File: config.mk
export PLATFORM = sky130hd
export DESIGN_NAME = scp_port
export DESIGN_NICKNAME = d
export VERILOG_FILES = /design/src/scp_sync.v /design/src/scp_addr_ctr.v /design/src/scp_port.v
export VERILOG_INCLUDE_DIRS = /design/src
export SDC_FILE = /design/constraint.sdc
export NUM_CORES = 1
export LEC_CHECK = 0
export BUFFER_PORTS_ARGS = -buffer_cell sky130_fd_sc_hd__buf_2
export CORE_MARGIN = 2
export CORE_UTILIZATION = 30
export DETAILED_ROUTE_END_ITERATION = 16
export PLACE_DENSITY = 0.42
export SETUP_SLACK_MARGIN = 0.02
export SYNTH_ARGS = -nofsm -noshare
export SYNTH_HDL_FRONTEND = slang
export SYNTH_SLANG_ARGS = --single-unit
File: constraint.sdc
create_clock -name sys_clk_i -period 4.8 [get_ports sys_clk_i]
set_clock_uncertainty 0.05 [all_clocks]
set_input_delay 0.96 -clock sys_clk_i [delete_from_list [all_inputs] [get_ports sys_clk_i]]
set_output_delay 0.96 -clock sys_clk_i [all_outputs]
set_load 0.01 [all_outputs]
File: src/scp_regs.vh
// Purpose: Constants for the serial configuration slave port
// Assumes: Included by bare name from every design file of the port except the synchroniser
// Notes:   Definitions only; reset values of flops live beside them
//
// Functional notes
// RULE1 - The board straps the interface select to 01 for two-wire or 10 for SPI before reset ends.
// RULE2 - In two-wire mode the port answers only address byte 1011_1111 for read and 1011_1110 for write.
// RULE3 - Two-wire transfers follow small serial EEPROM framing: address byte, register byte, data bytes.
// RULE4 - Every configuration register is reachable for read and write through the selected port.
// RULE5 - Tables and counters are reached only through the indirect window of registers 121 to 131.
// RULE6 - SPI command 0000_0011 reads, 0000_0010 writes, and any other command is ignored.
// RULE7 - An SPI frame is command byte, register address byte, then data bytes, all MSB first.
// RULE8 - While select stays low after a read byte, the address steps and the next register shifts out.
// RULE9 - While select stays low after a written byte, the address steps and the next byte lands there.
// RULE10 - A burst ends only when select goes high, and the port then drops the burst.
// RULE11 - In bursts the address wraps from the highest register back to zero.
// RULE12 - The master keeps the serial clock at or below 25 MHz and keeps bytes flowing.
// RULE13 - Read data leaves on the falling serial clock edge and input is taken on the rising edge.
// RULE14 - The master resets, writes its settings, then reads them back before relying on them.
// RULE15 - Writes reach the switch core at once, so live settings change without a restart.
`ifndef SCP_REGS_VH
`define SCP_REGS_VH

// ----------------------------------------
// Strap codes and command bytes
// ----------------------------------------
`define SCP_SEL_I2C      2'h1
`define SCP_SEL_SPI      2'h2
`define SCP_SPI_CMD_RD   8'h03
`define SCP_SPI_CMD_WR   8'h02
`define SCP_I2C_DEV_RD   8'hbf
`define SCP_I2C_DEV_WR   8'hbe

// ----------------------------------------
// Register space
// ----------------------------------------
`define SCP_REG_LAST     8'hc6
`define SCP_WIN_FIRST    8'h79
`define SCP_WIN_LAST     8'h83

// ----------------------------------------
// Timing
// ----------------------------------------
`define SCP_STRAP_SETTLE 2'h3
`define SCP_SYS_CLK_MHZ  100
`define SCP_SCK_MAX_MHZ  25
`define SCP_SCK_MIN_CYC  (`SCP_SYS_CLK_MHZ / `SCP_SCK_MAX_MHZ)

`endif

File: src/scp_sync.v
// Purpose: Two-flop synchroniser for a group of pin levels
// Assumes: Inputs are asynchronous levels, not pulses
// Notes:   First stage is read by the second stage only
`timescale 1ns/1ps
module scp_sync #(
  parameter       W       = 1,
  parameter [W-1:0] RST_VAL = {W{1'b0}}
) (
  input  wire         sys_clk_i,
  input  wire         reset_i,
  input  wire [W-1:0] async_i,
  output reg  [W-1:0] sync_o
);
  reg [W-1:0] meta_q;

  // Two stages; metastability settles in the first
  always @(posedge sys_clk_i or posedge reset_i)
  begin
    if (reset_i)
    begin
      meta_q <= RST_VAL;
      sync_o <= RST_VAL;
    end
    else
    begin
      meta_q <= async_i;
      sync_o <= meta_q;
    end
  end
endmodule // scp_sync

File: src/scp_addr_ctr.v
// Purpose: Register address counter with load, step and wrap
// Assumes: Load and step never come in the same cycle
// Notes:   Shared by both slave modes, only one runs at a time
`timescale 1ns/1ps
`include "scp_regs.vh"
module scp_addr_ctr #(
  parameter [7:0] LAST = `SCP_REG_LAST
) (
  input  wire       sys_clk_i,
  input  wire       reset_i,
  input  wire       load_i,
  input  wire [7:0] load_val_i,
  input  wire       step_i,
  output reg  [7:0] addr_o
);
  // Step wraps at the top; a start above the top also wraps
  always @(posedge sys_clk_i or posedge reset_i)
  begin
    if (reset_i)
      addr_o <= 8'h00;
    else if (load_i)
      addr_o <= load_val_i;
    else if (step_i)
      addr_o <= (addr_o >= LAST) ? 8'h00 : addr_o + 8'h01; // see RULE11
  end
endmodule // scp_addr_ctr

File: src/scp_port.v
// Purpose: Host configuration port, SPI or two-wire slave by strap
// Assumes: Core decodes reg_addr_o and returns reg_rdata_i in the
//          same cycle as reg_rd_o; writes act in the reg_wr_o cycle
// Notes:   Pins are oversampled by sys_clk_i; serial clock must stay
//          at or below a sixth of sys_clk_i for reads to keep pace
`timescale 1ns/1ps
`include "scp_regs.vh"
module scp_port #(
  parameter [7:0] REG_LAST = `SCP_REG_LAST
) (
  input  wire       sys_clk_i,
  input  wire       reset_i,
  input  wire [1:0] interface_select_straps_i,
  input  wire       host_select_n_i,
  input  wire       host_serial_clock_i,
  input  wire       host_data_in_i,
  output reg        host_data_in_o,
  output reg        host_data_in_oe_o,
  output reg        host_data_out_o,
  output reg        host_data_out_oe_o,
  output wire [7:0] reg_addr_o,
  output reg  [7:0] reg_wdata_o,
  output reg        reg_wr_o,
  output reg        reg_rd_o,
  input  wire [7:0] reg_rdata_i,
  output reg        reg_window_o,
  output reg        spi_mode_o,
  output reg        i2c_mode_o
);

  // ----------------------------------------
  // Local codes
  // ----------------------------------------
  localparam [1:0] SP_CMD  = 2'h0;
  localparam [1:0] SP_ADDR = 2'h1;
  localparam [1:0] SP_DATA = 2'h2;
  localparam [1:0] SP_IGN  = 2'h3;

  localparam [2:0] IC_IDLE  = 3'h0;
  localparam [2:0] IC_DEV   = 3'h1;
  localparam [2:0] IC_ADDR  = 3'h2;
  localparam [2:0] IC_WDATA = 3'h3;
  localparam [2:0] IC_RDATA = 3'h4;

  // Address falls in the indirect table window
  function in_window;
    input [7:0] a;
    begin
      in_window = (a >= `SCP_WIN_FIRST) && (a <= `SCP_WIN_LAST);
    end
  endfunction

  // ----------------------------------------
  // Pin synchronisers and edges
  // ----------------------------------------
  wire [4:0] pins_s;
  wire [1:0] straps_s = pins_s[4:3];
  wire       sel_n_s  = pins_s[2];
  wire       sck_s    = pins_s[1];
  wire       sdi_s    = pins_s[0];

  // Select idles high so a floating start does not open a frame
  scp_sync #(
    .W       (5),
    .RST_VAL (5'h04)
  ) u_sync (
    .sys_clk_i (sys_clk_i),
    .reset_i   (reset_i),
    .async_i   ({interface_select_straps_i, host_select_n_i,
                 host_serial_clock_i, host_data_in_i}),
    .sync_o    (pins_s)
  );

  reg sck_d_q;
  reg sdi_d_q;

  // Third stage for edge detection, fed only by settled levels
  always @(posedge sys_clk_i or posedge reset_i)
  begin
    if (reset_i)
    begin
      sck_d_q <= 1'b0;
      sdi_d_q <= 1'b1;
    end
    else
    begin
      sck_d_q <= sck_s;
      sdi_d_q <= sdi_s;
    end
  end

  wire sck_rise = sck_s & ~sck_d_q;
  wire sck_fall = ~sck_s & sck_d_q;

  // ----------------------------------------
  // Strap capture after reset release
  // ----------------------------------------
  reg [1:0] settle_q;

  // Straps are read once, after the synchroniser has filled
  always @(posedge sys_clk_i or posedge reset_i)
  begin
    if (reset_i)
    begin
      settle_q   <= 2'h0;
      spi_mode_o <= 1'b0;
      i2c_mode_o <= 1'b0;
    end
    else if (settle_q != `SCP_STRAP_SETTLE)
    begin
      settle_q <= settle_q + 2'h1;
      if (settle_q == `SCP_STRAP_SETTLE - 2'h1)
      begin
        spi_mode_o <= (straps_s == `SCP_SEL_SPI); // see RULE1
        i2c_mode_o <= (straps_s == `SCP_SEL_I2C); // see RULE1
      end
    end
  end

  // ----------------------------------------
  // Shared address counter and read data
  // ----------------------------------------
  reg        spi_ld_q;
  reg        spi_inc_q;
  reg        spi_rd_q;
  reg        spi_wr_q;
  reg  [7:0] spi_sh_q;
  reg        i2c_ld_q;
  reg        i2c_inc_q;
  reg        i2c_rd_q;
  reg        i2c_wr_q;
  reg  [7:0] i2c_sh_q;
  reg  [7:0] tx_q;
  wire       tx_shift;

  wire [7:0] byte_val = spi_mode_o ? spi_sh_q : i2c_sh_q;

  // Written register steps only after its write cycle is over
  scp_addr_ctr #(
    .LAST (REG_LAST)
  ) u_addr (
    .sys_clk_i  (sys_clk_i),
    .reset_i    (reset_i),
    .load_i     (spi_ld_q | i2c_ld_q),
    .load_val_i (byte_val),
    .step_i     (spi_inc_q | i2c_inc_q | reg_wr_o), // see RULE9
    .addr_o     (reg_addr_o)
  );

  // Core strobes; any address up to the top is reachable
  always @(posedge sys_clk_i or posedge reset_i)
  begin
    if (reset_i)
    begin
      reg_rd_o     <= 1'b0;
      reg_wr_o     <= 1'b0;
      reg_wdata_o  <= 8'h00;
      reg_window_o <= 1'b0;
    end
    else
    begin
      reg_rd_o     <= spi_rd_q | i2c_rd_q; // see RULE4
      reg_wr_o     <= spi_wr_q | i2c_wr_q; // see RULE15
      reg_window_o <= in_window(reg_addr_o); // see RULE5
      if (spi_wr_q | i2c_wr_q)
        reg_wdata_o <= byte_val;
    end
  end

  // Read byte is caught in the strobe cycle, then shifted MSB first
  always @(posedge sys_clk_i or posedge reset_i)
  begin
    if (reset_i)
      tx_q <= 8'h00;
    else if (reg_rd_o)
      tx_q <= reg_rdata_i;
    else if (tx_shift)
      tx_q <= {tx_q[6:0], 1'b0};
  end

  // ----------------------------------------
  // SPI slave
  // ----------------------------------------
  reg [1:0] spi_st_q;
  reg [2:0] spi_bit_q;
  reg       spi_read_q;

  wire spi_act    = spi_mode_o & ~sel_n_s;
  wire [7:0] spi_byte = {spi_sh_q[6:0], sdi_s};
  wire spi_done   = spi_act & sck_rise & (spi_bit_q == 3'h7);
  wire spi_shift  = spi_act & sck_fall & (spi_st_q == SP_DATA)
                    & spi_read_q;

  assign tx_shift = spi_shift | i2c_shift;

  // Select high drops any frame at once, whatever its phase
  always @(posedge sys_clk_i or posedge reset_i)
  begin
    if (reset_i)
    begin
      spi_st_q   <= SP_CMD;
      spi_bit_q  <= 3'h0;
      spi_read_q <= 1'b0;
      spi_sh_q   <= 8'h00;
      spi_ld_q   <= 1'b0;
      spi_inc_q  <= 1'b0;
      spi_rd_q   <= 1'b0;
      spi_wr_q   <= 1'b0;
    end
    else
    begin
      spi_ld_q  <= 1'b0;
      spi_inc_q <= 1'b0;
      spi_rd_q  <= 1'b0;
      spi_wr_q  <= 1'b0;
      if (!spi_act)
      begin
        spi_st_q  <= SP_CMD; // see RULE10
        spi_bit_q <= 3'h0;
      end
      else if (sck_rise)
      begin
        spi_sh_q  <= spi_byte; // see RULE13
        spi_bit_q <= spi_bit_q + 3'h1; // see RULE7
      end
      if (spi_done)
      begin
        case (spi_st_q)
          SP_CMD:
          begin
            spi_read_q <= (spi_byte == `SCP_SPI_CMD_RD);
            if (spi_byte == `SCP_SPI_CMD_RD ||
                spi_byte == `SCP_SPI_CMD_WR)
              spi_st_q <= SP_ADDR; // see RULE6
            else
              spi_st_q <= SP_IGN; // see RULE6
          end
          SP_ADDR:
          begin
            spi_ld_q <= 1'b1; // see RULE7
            spi_rd_q <= spi_read_q;
            spi_st_q <= SP_DATA;
          end
          SP_DATA:
          begin
            spi_inc_q <= spi_read_q; // see RULE8
            spi_rd_q  <= spi_read_q; // see RULE8
            spi_wr_q  <= ~spi_read_q; // see RULE9
          end
          default:
            spi_st_q <= SP_IGN;
        endcase
      end
    end
  end

  // Output drives only while selected; data moves on falling clock
  always @(posedge sys_clk_i or posedge reset_i)
  begin
    if (reset_i)
    begin
      host_data_out_o    <= 1'b0;
      host_data_out_oe_o <= 1'b0;
    end
    else
    begin
      host_data_out_oe_o <= spi_act;
      if (!spi_act)
        host_data_out_o <= 1'b0;
      else if (spi_shift)
        host_data_out_o <= tx_q[7]; // see RULE13
    end
  end

  // ----------------------------------------
  // Two-wire slave
  // ----------------------------------------
  reg [2:0] i2c_st_q;
  reg [3:0] i2c_cnt_q;
  reg       i2c_ack_q;

  wire i2c_start = i2c_mode_o & sck_s & sdi_d_q & ~sdi_s;
  wire i2c_stop  = i2c_mode_o & sck_s & ~sdi_d_q & sdi_s;
  wire i2c_edge  = i2c_mode_o & ~i2c_start & ~i2c_stop;
  wire i2c_rx    = (i2c_st_q == IC_DEV) | (i2c_st_q == IC_ADDR)
                   | (i2c_st_q == IC_WDATA);
  wire i2c_shift = i2c_edge & sck_fall & (i2c_st_q == IC_RDATA)
                   & (i2c_ack_q | (i2c_cnt_q < 4'h8));

  // Bits taken on clock rise; acknowledge and read bits set on fall
  always @(posedge sys_clk_i or posedge reset_i)
  begin
    if (reset_i)
    begin
      i2c_st_q          <= IC_IDLE;
      i2c_cnt_q         <= 4'h0;
      i2c_ack_q         <= 1'b0;
      i2c_sh_q          <= 8'h00;
      i2c_ld_q          <= 1'b0;
      i2c_inc_q         <= 1'b0;
      i2c_rd_q          <= 1'b0;
      i2c_wr_q          <= 1'b0;
      host_data_in_oe_o <= 1'b0;
    end
    else
    begin
      i2c_ld_q  <= 1'b0;
      i2c_inc_q <= 1'b0;
      i2c_rd_q  <= 1'b0;
      i2c_wr_q  <= 1'b0;
      if (!i2c_mode_o || i2c_stop)
      begin
        i2c_st_q          <= IC_IDLE;
        i2c_ack_q         <= 1'b0;
        host_data_in_oe_o <= 1'b0;
      end
      else if (i2c_start)
      begin
        i2c_st_q          <= IC_DEV; // see RULE3
        i2c_cnt_q         <= 4'h0;
        i2c_ack_q         <= 1'b0;
        host_data_in_oe_o <= 1'b0;
      end
      else if (sck_rise)
      begin
        // Ninth clock belongs to the acknowledge, not to the next byte
        if (i2c_rx && !i2c_ack_q && i2c_cnt_q < 4'h8)
        begin
          i2c_sh_q  <= {i2c_sh_q[6:0], sdi_s};
          i2c_cnt_q <= i2c_cnt_q + 4'h1;
        end
        else if (i2c_st_q == IC_RDATA && i2c_cnt_q == 4'h9)
        begin
          // Master acknowledge asks for the next register
          i2c_cnt_q <= 4'h0;
          if (!sdi_s)
          begin
            i2c_inc_q <= 1'b1; // see RULE3
            i2c_rd_q  <= 1'b1;
          end
          else
            i2c_st_q <= IC_IDLE;
        end
      end
      else if (sck_fall)
      begin
        if (i2c_ack_q)
        begin
          i2c_ack_q         <= 1'b0;
          host_data_in_oe_o <= 1'b0;
          if (i2c_st_q == IC_RDATA)
          begin
            host_data_in_oe_o <= ~tx_q[7];
            i2c_cnt_q         <= 4'h1;
          end
        end
        else if (i2c_rx && i2c_cnt_q == 4'h8)
        begin
          i2c_cnt_q         <= 4'h0;
          i2c_ack_q         <= 1'b1;
          host_data_in_oe_o <= 1'b1;
          case (i2c_st_q)
            IC_DEV:
            begin
              if (i2c_sh_q == `SCP_I2C_DEV_WR)
                i2c_st_q <= IC_ADDR; // see RULE2
              else if (i2c_sh_q == `SCP_I2C_DEV_RD)
              begin
                i2c_st_q <= IC_RDATA; // see RULE2
                i2c_rd_q <= 1'b1;
              end
              else
              begin
                // Foreign address: no acknowledge, idle until the next start
                i2c_st_q          <= IC_IDLE;
                i2c_ack_q         <= 1'b0;
                host_data_in_oe_o <= 1'b0;
              end
            end
            IC_ADDR:
            begin
              i2c_ld_q <= 1'b1; // see RULE3
              i2c_st_q <= IC_WDATA;
            end
            default:
              i2c_wr_q <= 1'b1; // see RULE3
          endcase
        end
        else if (i2c_st_q == IC_RDATA)
        begin
          if (i2c_cnt_q < 4'h8)
          begin
            host_data_in_oe_o <= ~tx_q[7];
            i2c_cnt_q         <= i2c_cnt_q + 4'h1;
          end
          else if (i2c_cnt_q == 4'h8)
          begin
            host_data_in_oe_o <= 1'b0;
            i2c_cnt_q         <= 4'h9;
          end
        end
      end
    end
  end

  // Open-drain data: the driven level is always low
  always @(posedge sys_clk_i or posedge reset_i)
  begin
    if (reset_i)
      host_data_in_o <= 1'b0;
    else
      host_data_in_o <= 1'b0;
  end

endmodule // scp_port

==> results of run 1 <==
where the power goes:
part	leakage, nW	total (mW)	switching [mW]	internal [mW]
combinational	1.02	0.101	0.0614	0.0399
sequential	1.08	0.749	0.0197	0.729
clock	0.147	0.700	0.283	0.417
total	2.25	1.55	0.364	1.19
synth_stat cells, drive strengths merged, types with 7 or more instances:
master  count
a21oi      13
and3        7
buf         8
clkbuf      9
dfrtp      81
ha         18
inv        21
mux2       20
mux2i      20
nand2      30
nand3      10
nor2       27
o21ai      21
cells by family after synthesis:
kind of cell / after synthesis / share of synthesized area, %
compound gates: 73 / 13.2
fa+ha+maj: 18 / 5.47
flops: 84 / 51.2
mux: 40 / 10.3
xor+xnor: 4 / 0.851
buf+inv: 38 / 3.92
other cells: 1 / 0.0911
simple gates: 115 / 15.0
per-stage QoR:
stage               hold slack [ns]  power [mW]
floorplan                     0.281       0.833
global placement              0.285       0.867
detailed placement            0.285       0.866
CTS                           0.298        1.58
global route                  0.305        1.63
finish                        0.297        1.55
flip-flops by register name, summed over array words and instances, names as in the netlist, 3 cells and up:
register and cells:
i2c_cnt_q 4, u_sync.sync_o 5, i2c_st_q 3, spi_sh_q 8, spi_bit_q 3, tx_q 8
u_addr.addr_o 8, reg_wdata_o 8, i2c_sh_q 8, u_sync.meta_q 5
worst max path at each step:
stage | from | to | slack (ns)
3_3_place_gp | u_sync.sync_o[1]$_DFF_PP0_ | i2c_cnt_q[3]$_DFFE_PP0P_ | 2.52
3_5_place_dp | u_sync.sync_o[1]$_DFF_PP0_ | i2c_sh_q[4]$_DFFE_PP0P_ | 2.45
4_1_cts | u_sync.sync_o[1]$_DFF_PP0_ | i2c_cnt_q[3]$_DFFE_PP0P_ | 2.45
6_report | u_sync.sync_o[1]$_DFF_PP0_ | i2c_sh_q[4]$_DFFE_PP0P_ | 2.45
2_1_floorplan | reset_i | host_data_in_oe_o$_DFFE_PP0P_ | 1.63
5_1_grt | u_sync.sync_o[1]$_DFF_PP0_ | i2c_cnt_q[3]$_DFFE_PP0P_ | 2.33
layout make-up:
type                            instances  area, µm²  area share (%)
Multi-Input combinational cell        251       1850            38.9
Clock buffer                           12        246            5.19
Timing Repair Buffer                   39        198            4.16
Inverter                               21       80.1            1.69
Clock inverter                          4       48.8            1.03
Tap cell                              176        220            4.64
Sequential cell                        84       2110            44.3
metal layers:
metal / track usage (%) / wire [µm]
met3: 3.05 / 346
met5: 0 / 0
met4: 6.68 / 206
met2: 21.1 / 4120
met1: 17.5 / 4190
==> impl_metrics.json, run 1 <==
{
  "cts_root_buffer": "clkbuf_16",
  "min_path_cells": 0,
  "antenna_found_initial": 0,
  "avgRoutedWirePerCell_um": 15.1,
  "grt-ovfl-total": 0,
  "synth-edff-count": 0,
  "worstPathRequired_ns": 4.98,
  "synth_ff_type": "dfrtp_1",
  "drv_cap": 0,
  "p_leak_nw": 2.25,
  "numCtsBuffers": 9,
  "min_to": "u_sync.sync_o[3]$_DFF_PP0_",
  "layout-drive-gt1-share_pct": 22.6,
  "place_ws_ns": 2.45,
  "cts_tree": "yes",
  "min-delay-start": "u_sync.meta_q[3]$_DFF_PP0_",
  "syn-cell-area_um2": 4120,
  "drt-total-wl_um": 8860,
  "io_pins": 40,
  "fin_tns_setup_ns": 0,
  "diodes": 0,
  "cts_setup_buffers": 0,
  "finalCriticalPeriod_ns": 2.35,
  "r2r_end": "i2c_sh_q[4]$_DFFE_PP0P_",
  "cp.depth": 4,
  "layout_commonest_cell": "dfrtp_1",
  "crit_arrival_ns": 2.53,
  "final_cell_count_no_fill": 587,
  "final_cell_mix": "dfrtp_1, buf_2, nand2_1, nor2_1",
  "coreArea_um2": 13300,
  "synth.largest_area_cell": "dfrtp_1",
  "fin_crit_sh_pct": 48.9,
  "r2r_start": "u_sync.sync_o[1]$_DFF_PP0_",
  "yosys_warnings": 0,
  "die_w_um": 121,
  "synth_cell_types": 67,
  "worst-path-buf-inv": 0,
  "ctsHoldBuffers": 0,
  "fin_nets": 439,
  "crit_chain": "ha_1 > nand3_1 > nor2_2 > mux2_2",
  "final_antenna_net_count": 0,
  "grt_pass1_vias": 2854,
  "ir_drop_v": 0.000140,
  "fillers": 1355,
  "htreeDepth": 3,
  "synth_top_area_share_pct": 49.2,
  "crit_type": "flip-flop to flip-flop",
  "layout_setup_ws_ns": 2.45,
  "critPathMaxStageDelay_ns": 0.67,
  "dr.pass1.iters": 4,
  "slew_headroom_pct": 47.5,
  "crit_slowest_cell": "ha_1",
  "slew_violations": 0,
  "ys_async_sr_fraction_pct": 100,
  "synth_seq_cells": 84,
  "vias_per_cell": 4.85,
  "clkSinkCount": 84,
  "clk_path_buf_depth": 2,
  "clk_pin_slew_ns": 0.06,
  "crit_family": "adder cells",
  "rrSetupSlack_ns": 2.45,
  "dp.cells": 571,
  "clk_latency_ns": 0.35,
  "crit_fanout": 19,
  "postSynthAreaPerCell_um2": 11.0,
  "grt_pass1_wl_um": 15000,
  "hpwlAfterDp_um": 6360,
  "grt_usage_pct": 13.5,
  "place_congestion": 0.794,
  "hold_class": "flip-flop to flip-flop",
  "drc_errors": 0,
  "ys_seq_area_share_pct": 51.2,
  "initial_core_util_pct": 30.8,
  "placed_area_um2": 4450,
  "port_buffers": 38,
  "syn_inst": 373,
  "num_vias": 2849,
  "die_h_um": 121,
  "critPathCaptureType": "flip-flop",
  "post_cts_resized": 0,
  "final_area_um2": 4750,
  "final_core_util_pct": 35.6,
  "row_count": 42,
  "syn_to_final_growth_pct": 15.3,
  "finalSetupViolations": 0,
  "dieArea_um2": 14700,
  "grt_max_degree": 46,
  "synthesis.nets": 406,
  "fmax_mhz": 426,
  "synth_area_leaders": "dfrtp_1, ha_1, mux2_2",
  "cp-start-kind": "flip-flop",
  "drtIter0Drc": 175,
  "worst_slew_pin_slew_ns": 0.787,
  "finalHoldViolCount": 0,
  "pwr_density_cell_nw_per_um2": 326,
  "ff2ff_path_depth": 4,
  "status": "completed",
  "rsz0062_at_grt": "no"
}
Note: power is estimated with default switching activity, not from simulation.
==> run 2: changes to the inputs <==
--- a/config.mk
+++ b/config.mk
@@ -6,11 +6,12 @@
 export SDC_FILE = /design/constraint.sdc
 export NUM_CORES = 1
 export LEC_CHECK = 0
+export ABC_AREA = 1
 export BUFFER_PORTS_ARGS = -buffer_cell sky130_fd_sc_hd__buf_2
 export CORE_MARGIN = 2
 export CORE_UTILIZATION = 30
 export DETAILED_ROUTE_END_ITERATION = 16
-export PLACE_DENSITY = 0.42
+export PLACE_DENSITY = 0.44
 export SETUP_SLACK_MARGIN = 0.02
 export SYNTH_ARGS = -nofsm -noshare
 export SYNTH_HDL_FRONTEND = slang
==> constraint.sdc (replaced) <==
create_clock -name sys_clk_i -period 1.9 [get_ports sys_clk_i]
set_clock_uncertainty 0.05 [all_clocks]
set_input_delay 0.38 -clock sys_clk_i [delete_from_list [all_inputs] [get_ports sys_clk_i]]
set_output_delay 0.38 -clock sys_clk_i [all_outputs]
set_load 0.01 [all_outputs]
==> run 2 against run 1 <==
  * Die area rose by 4.3%
  * Clock power grew 130%
  * First-iteration DRC count is 10% higher
  * Highest routed layer unchanged
  * Critical endpoint is now tx_q[3]$_DFFE_PP0P_
==> impl_metrics.json, run 2 <==
{
  "p_leak_nw": 2.54,
  "final_area_um2": 5000,
  "post_cts_resized": 0,
  "p_int_mw": 2.89,
  "io_pins": 40,
  "die_w_um": 124,
  "r2r_start": "u_sync.sync_o[1]$_DFF_PP0_",
  "cts_setup_buffers": 0,
  "final_cell_count_no_fill": 750,
  "grt_max_degree": 85,
  "grt-ovfl-total": 0,
  "final_antenna_net_count": 0,
  "grt_usage_pct": 13.4,
  "vias_per_cell": 4.49,
  "critPathCaptureType": "flip-flop",
  "pwr_density_cell_nw_per_um2": 768,
  "cts_tree": "yes",
  "rsz0062_at_grt": "no",
  "fin_tns_setup_ns": 0,
  "synth_top_area_share_pct": 47.1,
  "dieArea_um2": 15300,
  "crit_type": "flip-flop to flip-flop",
  "drt-total-wl_um": 9170,
  "crit_arrival_ns": 1.89,
  "p_clk_share_pct": 42.2,
  "cp-start-kind": "flip-flop",
  "worstPathRequired_ns": 2.12,
  "ys_async_sr_fraction_pct": 100,
  "synthTopCellsByCount": "nand2_1, dfrtp_1, inv_1",
  "worst_slew_pin_slew_ns": 0.490,
  "grt_pass1_vias": 3278,
  "hpwlAfterDp_um": 6680,
  "initial_core_util_pct": 30.9,
  "crit_chain": "inv_1 > ha_1 > inv_1 > nor3_1 > nand2_1 > nand3b_4 > nand2_1 > o21ai_2",
  "fillers": 1460,
  "critPathMaxStageDelay_ns": 0.44,
  "drc_errors": 0,
  "layout-drive-gt1-share_pct": 17.9,
  "final_core_util_pct": 35.9,
  "dr.pass1.iters": 4,
  "finalSetupViolations": 0,
  "clkSinkCount": 84,
  "place_congestion": 0.847,
  "ff_latch_area_um2": 2110,
  "diodes": 0,
  "yosysMostFrequentCell": "nand2_1",
  "synth.largest_area_cell": "dfrtp_1",
  "postSynthAreaPerCell_um2": 8.29,
  "synth-edff-count": 0,
  "antenna_found_initial": 0,
  "layout_commonest_cell": "nand2_1",
  "fin_crit_sh_pct": 87.8,
  "seqPwrFrac_pct": 49.7,
  "synthesis.nets": 552,
  "min-delay-start": "host_select_n_i",
  "numCtsBuffers": 9,
  "hold_class": "input port to flip-flop",
  "final_cell_mix": "nand2_1, dfrtp_1, inv_1, o21ai_0, nand3_1",
  "slew_violations": 0,
  "syn-cell-area_um2": 4300,
  "syn_inst": 519,
  "htreeDepth": 3,
  "ys_seq_area_share_pct": 49.0,
  "syn_to_final_growth_pct": 16.2,
  "dp.cells": 734,
  "slew_headroom_pct": 67.0,
  "clk_path_buf_depth": 2,
  "row_count": 43,
  "port_buffers": 38,
  "fmax_mhz": 600,
  "cts_root_buffer": "clkbuf_16",
  "synth_area_leaders": "dfrtp_1, nand2_1, inv_1",
  "crit_family": "simple AND/OR/NAND/NOR gates",
  "p_switching_uw": 950,
  "coreArea_um2": 13900,
  "synth_ff_type": "dfrtp_1",
  "drv_cap": 0,
  "comb_power_share_pct": 8.1,
  "fin_nets": 598,
  "crit_start": "u_sync.sync_o[1]$_DFF_PP0_",
  "drtIter0Drc": 193,
  "synth_cell_types": 40,
  "placed_area_um2": 4730,
  "crit_slowest_cell": "dfrtp_2",
  "ctsHoldBuffers": 0,
  "switching_share_pct": 24.7,
  "die_h_um": 124,
  "clk_pin_slew_ns": 0.06,
  "finalHoldViolCount": 0,
  "crit_fanout": 15,
  "status": "completed",
  "clk_latency_ns": 0.34,
  "grt_pass1_wl_um": 15900,
  "num_vias": 3365,
  "yosys_warnings": 0,
  "multiInputGateArea_um2": 1870,
  "ir_drop_v": 0.000387,
  "worst-path-buf-inv": 2,
  "finalCriticalPeriod_ns": 1.67,
  "avgRoutedWirePerCell_um": 12.2,
  "synth_seq_cells": 84
}
[run 2: per-stage QoR]
step	hold WS (ns)	setup WS (ns)	power [mW]
finish	0.0885	0.233	3.84
global placement	0.282	0.241	2.25
detailed placement	0.290	0.188	2.26
global route	0.0663	0.0299	4.06
floorplan	0.281	0.314	2.14
CTS	0.0705	0.159	3.92
[run 2: logic make-up after synthesis]
family	count (synthesis)	synth area share [%]
compound gates	76	10.5
xor+xnor	2	0.407
fa+ha+maj	18	5.24
buf+inv	81	7.59
flops	84	49.0
mux	1	0.262
other cells	1	0.0872
simple gates	256	27.0
[run 2: power groups by stage]
stage / sequential (mW) / combinational (mW) / clock [mW]
2_1_floorplan: 1.93 / 0.209 / 0
3_3_place_gp: 1.94 / 0.315 / 0
3_5_place_dp: 1.94 / 0.318 / 0
4_1_cts: 1.91 / 0.320 / 1.70
5_1_grt: 1.92 / 0.363 / 1.78
6_report: 1.91 / 0.311 / 1.62
[run 2: final timing paths]
path / end / slack [ns] / cells after the start
worst min-delay path: u_sync.meta_q[2]$_DFF_PP1_ / 0.09 / 1
max in group asynchronous: u_sync.meta_q[2]$_DFF_PP1_ / 1.33 / 3
worst min register to register: u_sync.sync_o[4]$_DFF_PP0_ / 0.30 / 0
worst max-delay path: tx_q[3]$_DFFE_PP0P_ / 0.23 / 8
worst max register to register: tx_q[3]$_DFFE_PP0P_ / 0.23 / 8
min in group asynchronous: settle_q[0]$_DFFE_PP0P_ / 0.12 / 3
[run 2: final cells by class]
class	instances	share of cell area, %
timing repair buffer	46	5.26
clock inverter	2	0.275
sequential	84	42.2
tap	180	4.51
multi-input combinational	354	37.4
inverter	70	5.33
clock buffer	14	5.08
[run 2: routing by layer]
layer	GRT usage, %	share of wire [%]	vias up
met3	3.39	3.7	9
met2	19.7	44	46
met5	0	0	-
li1	-	-	1754
met4	5.33	1.5	0
met1	18.8	51	1556
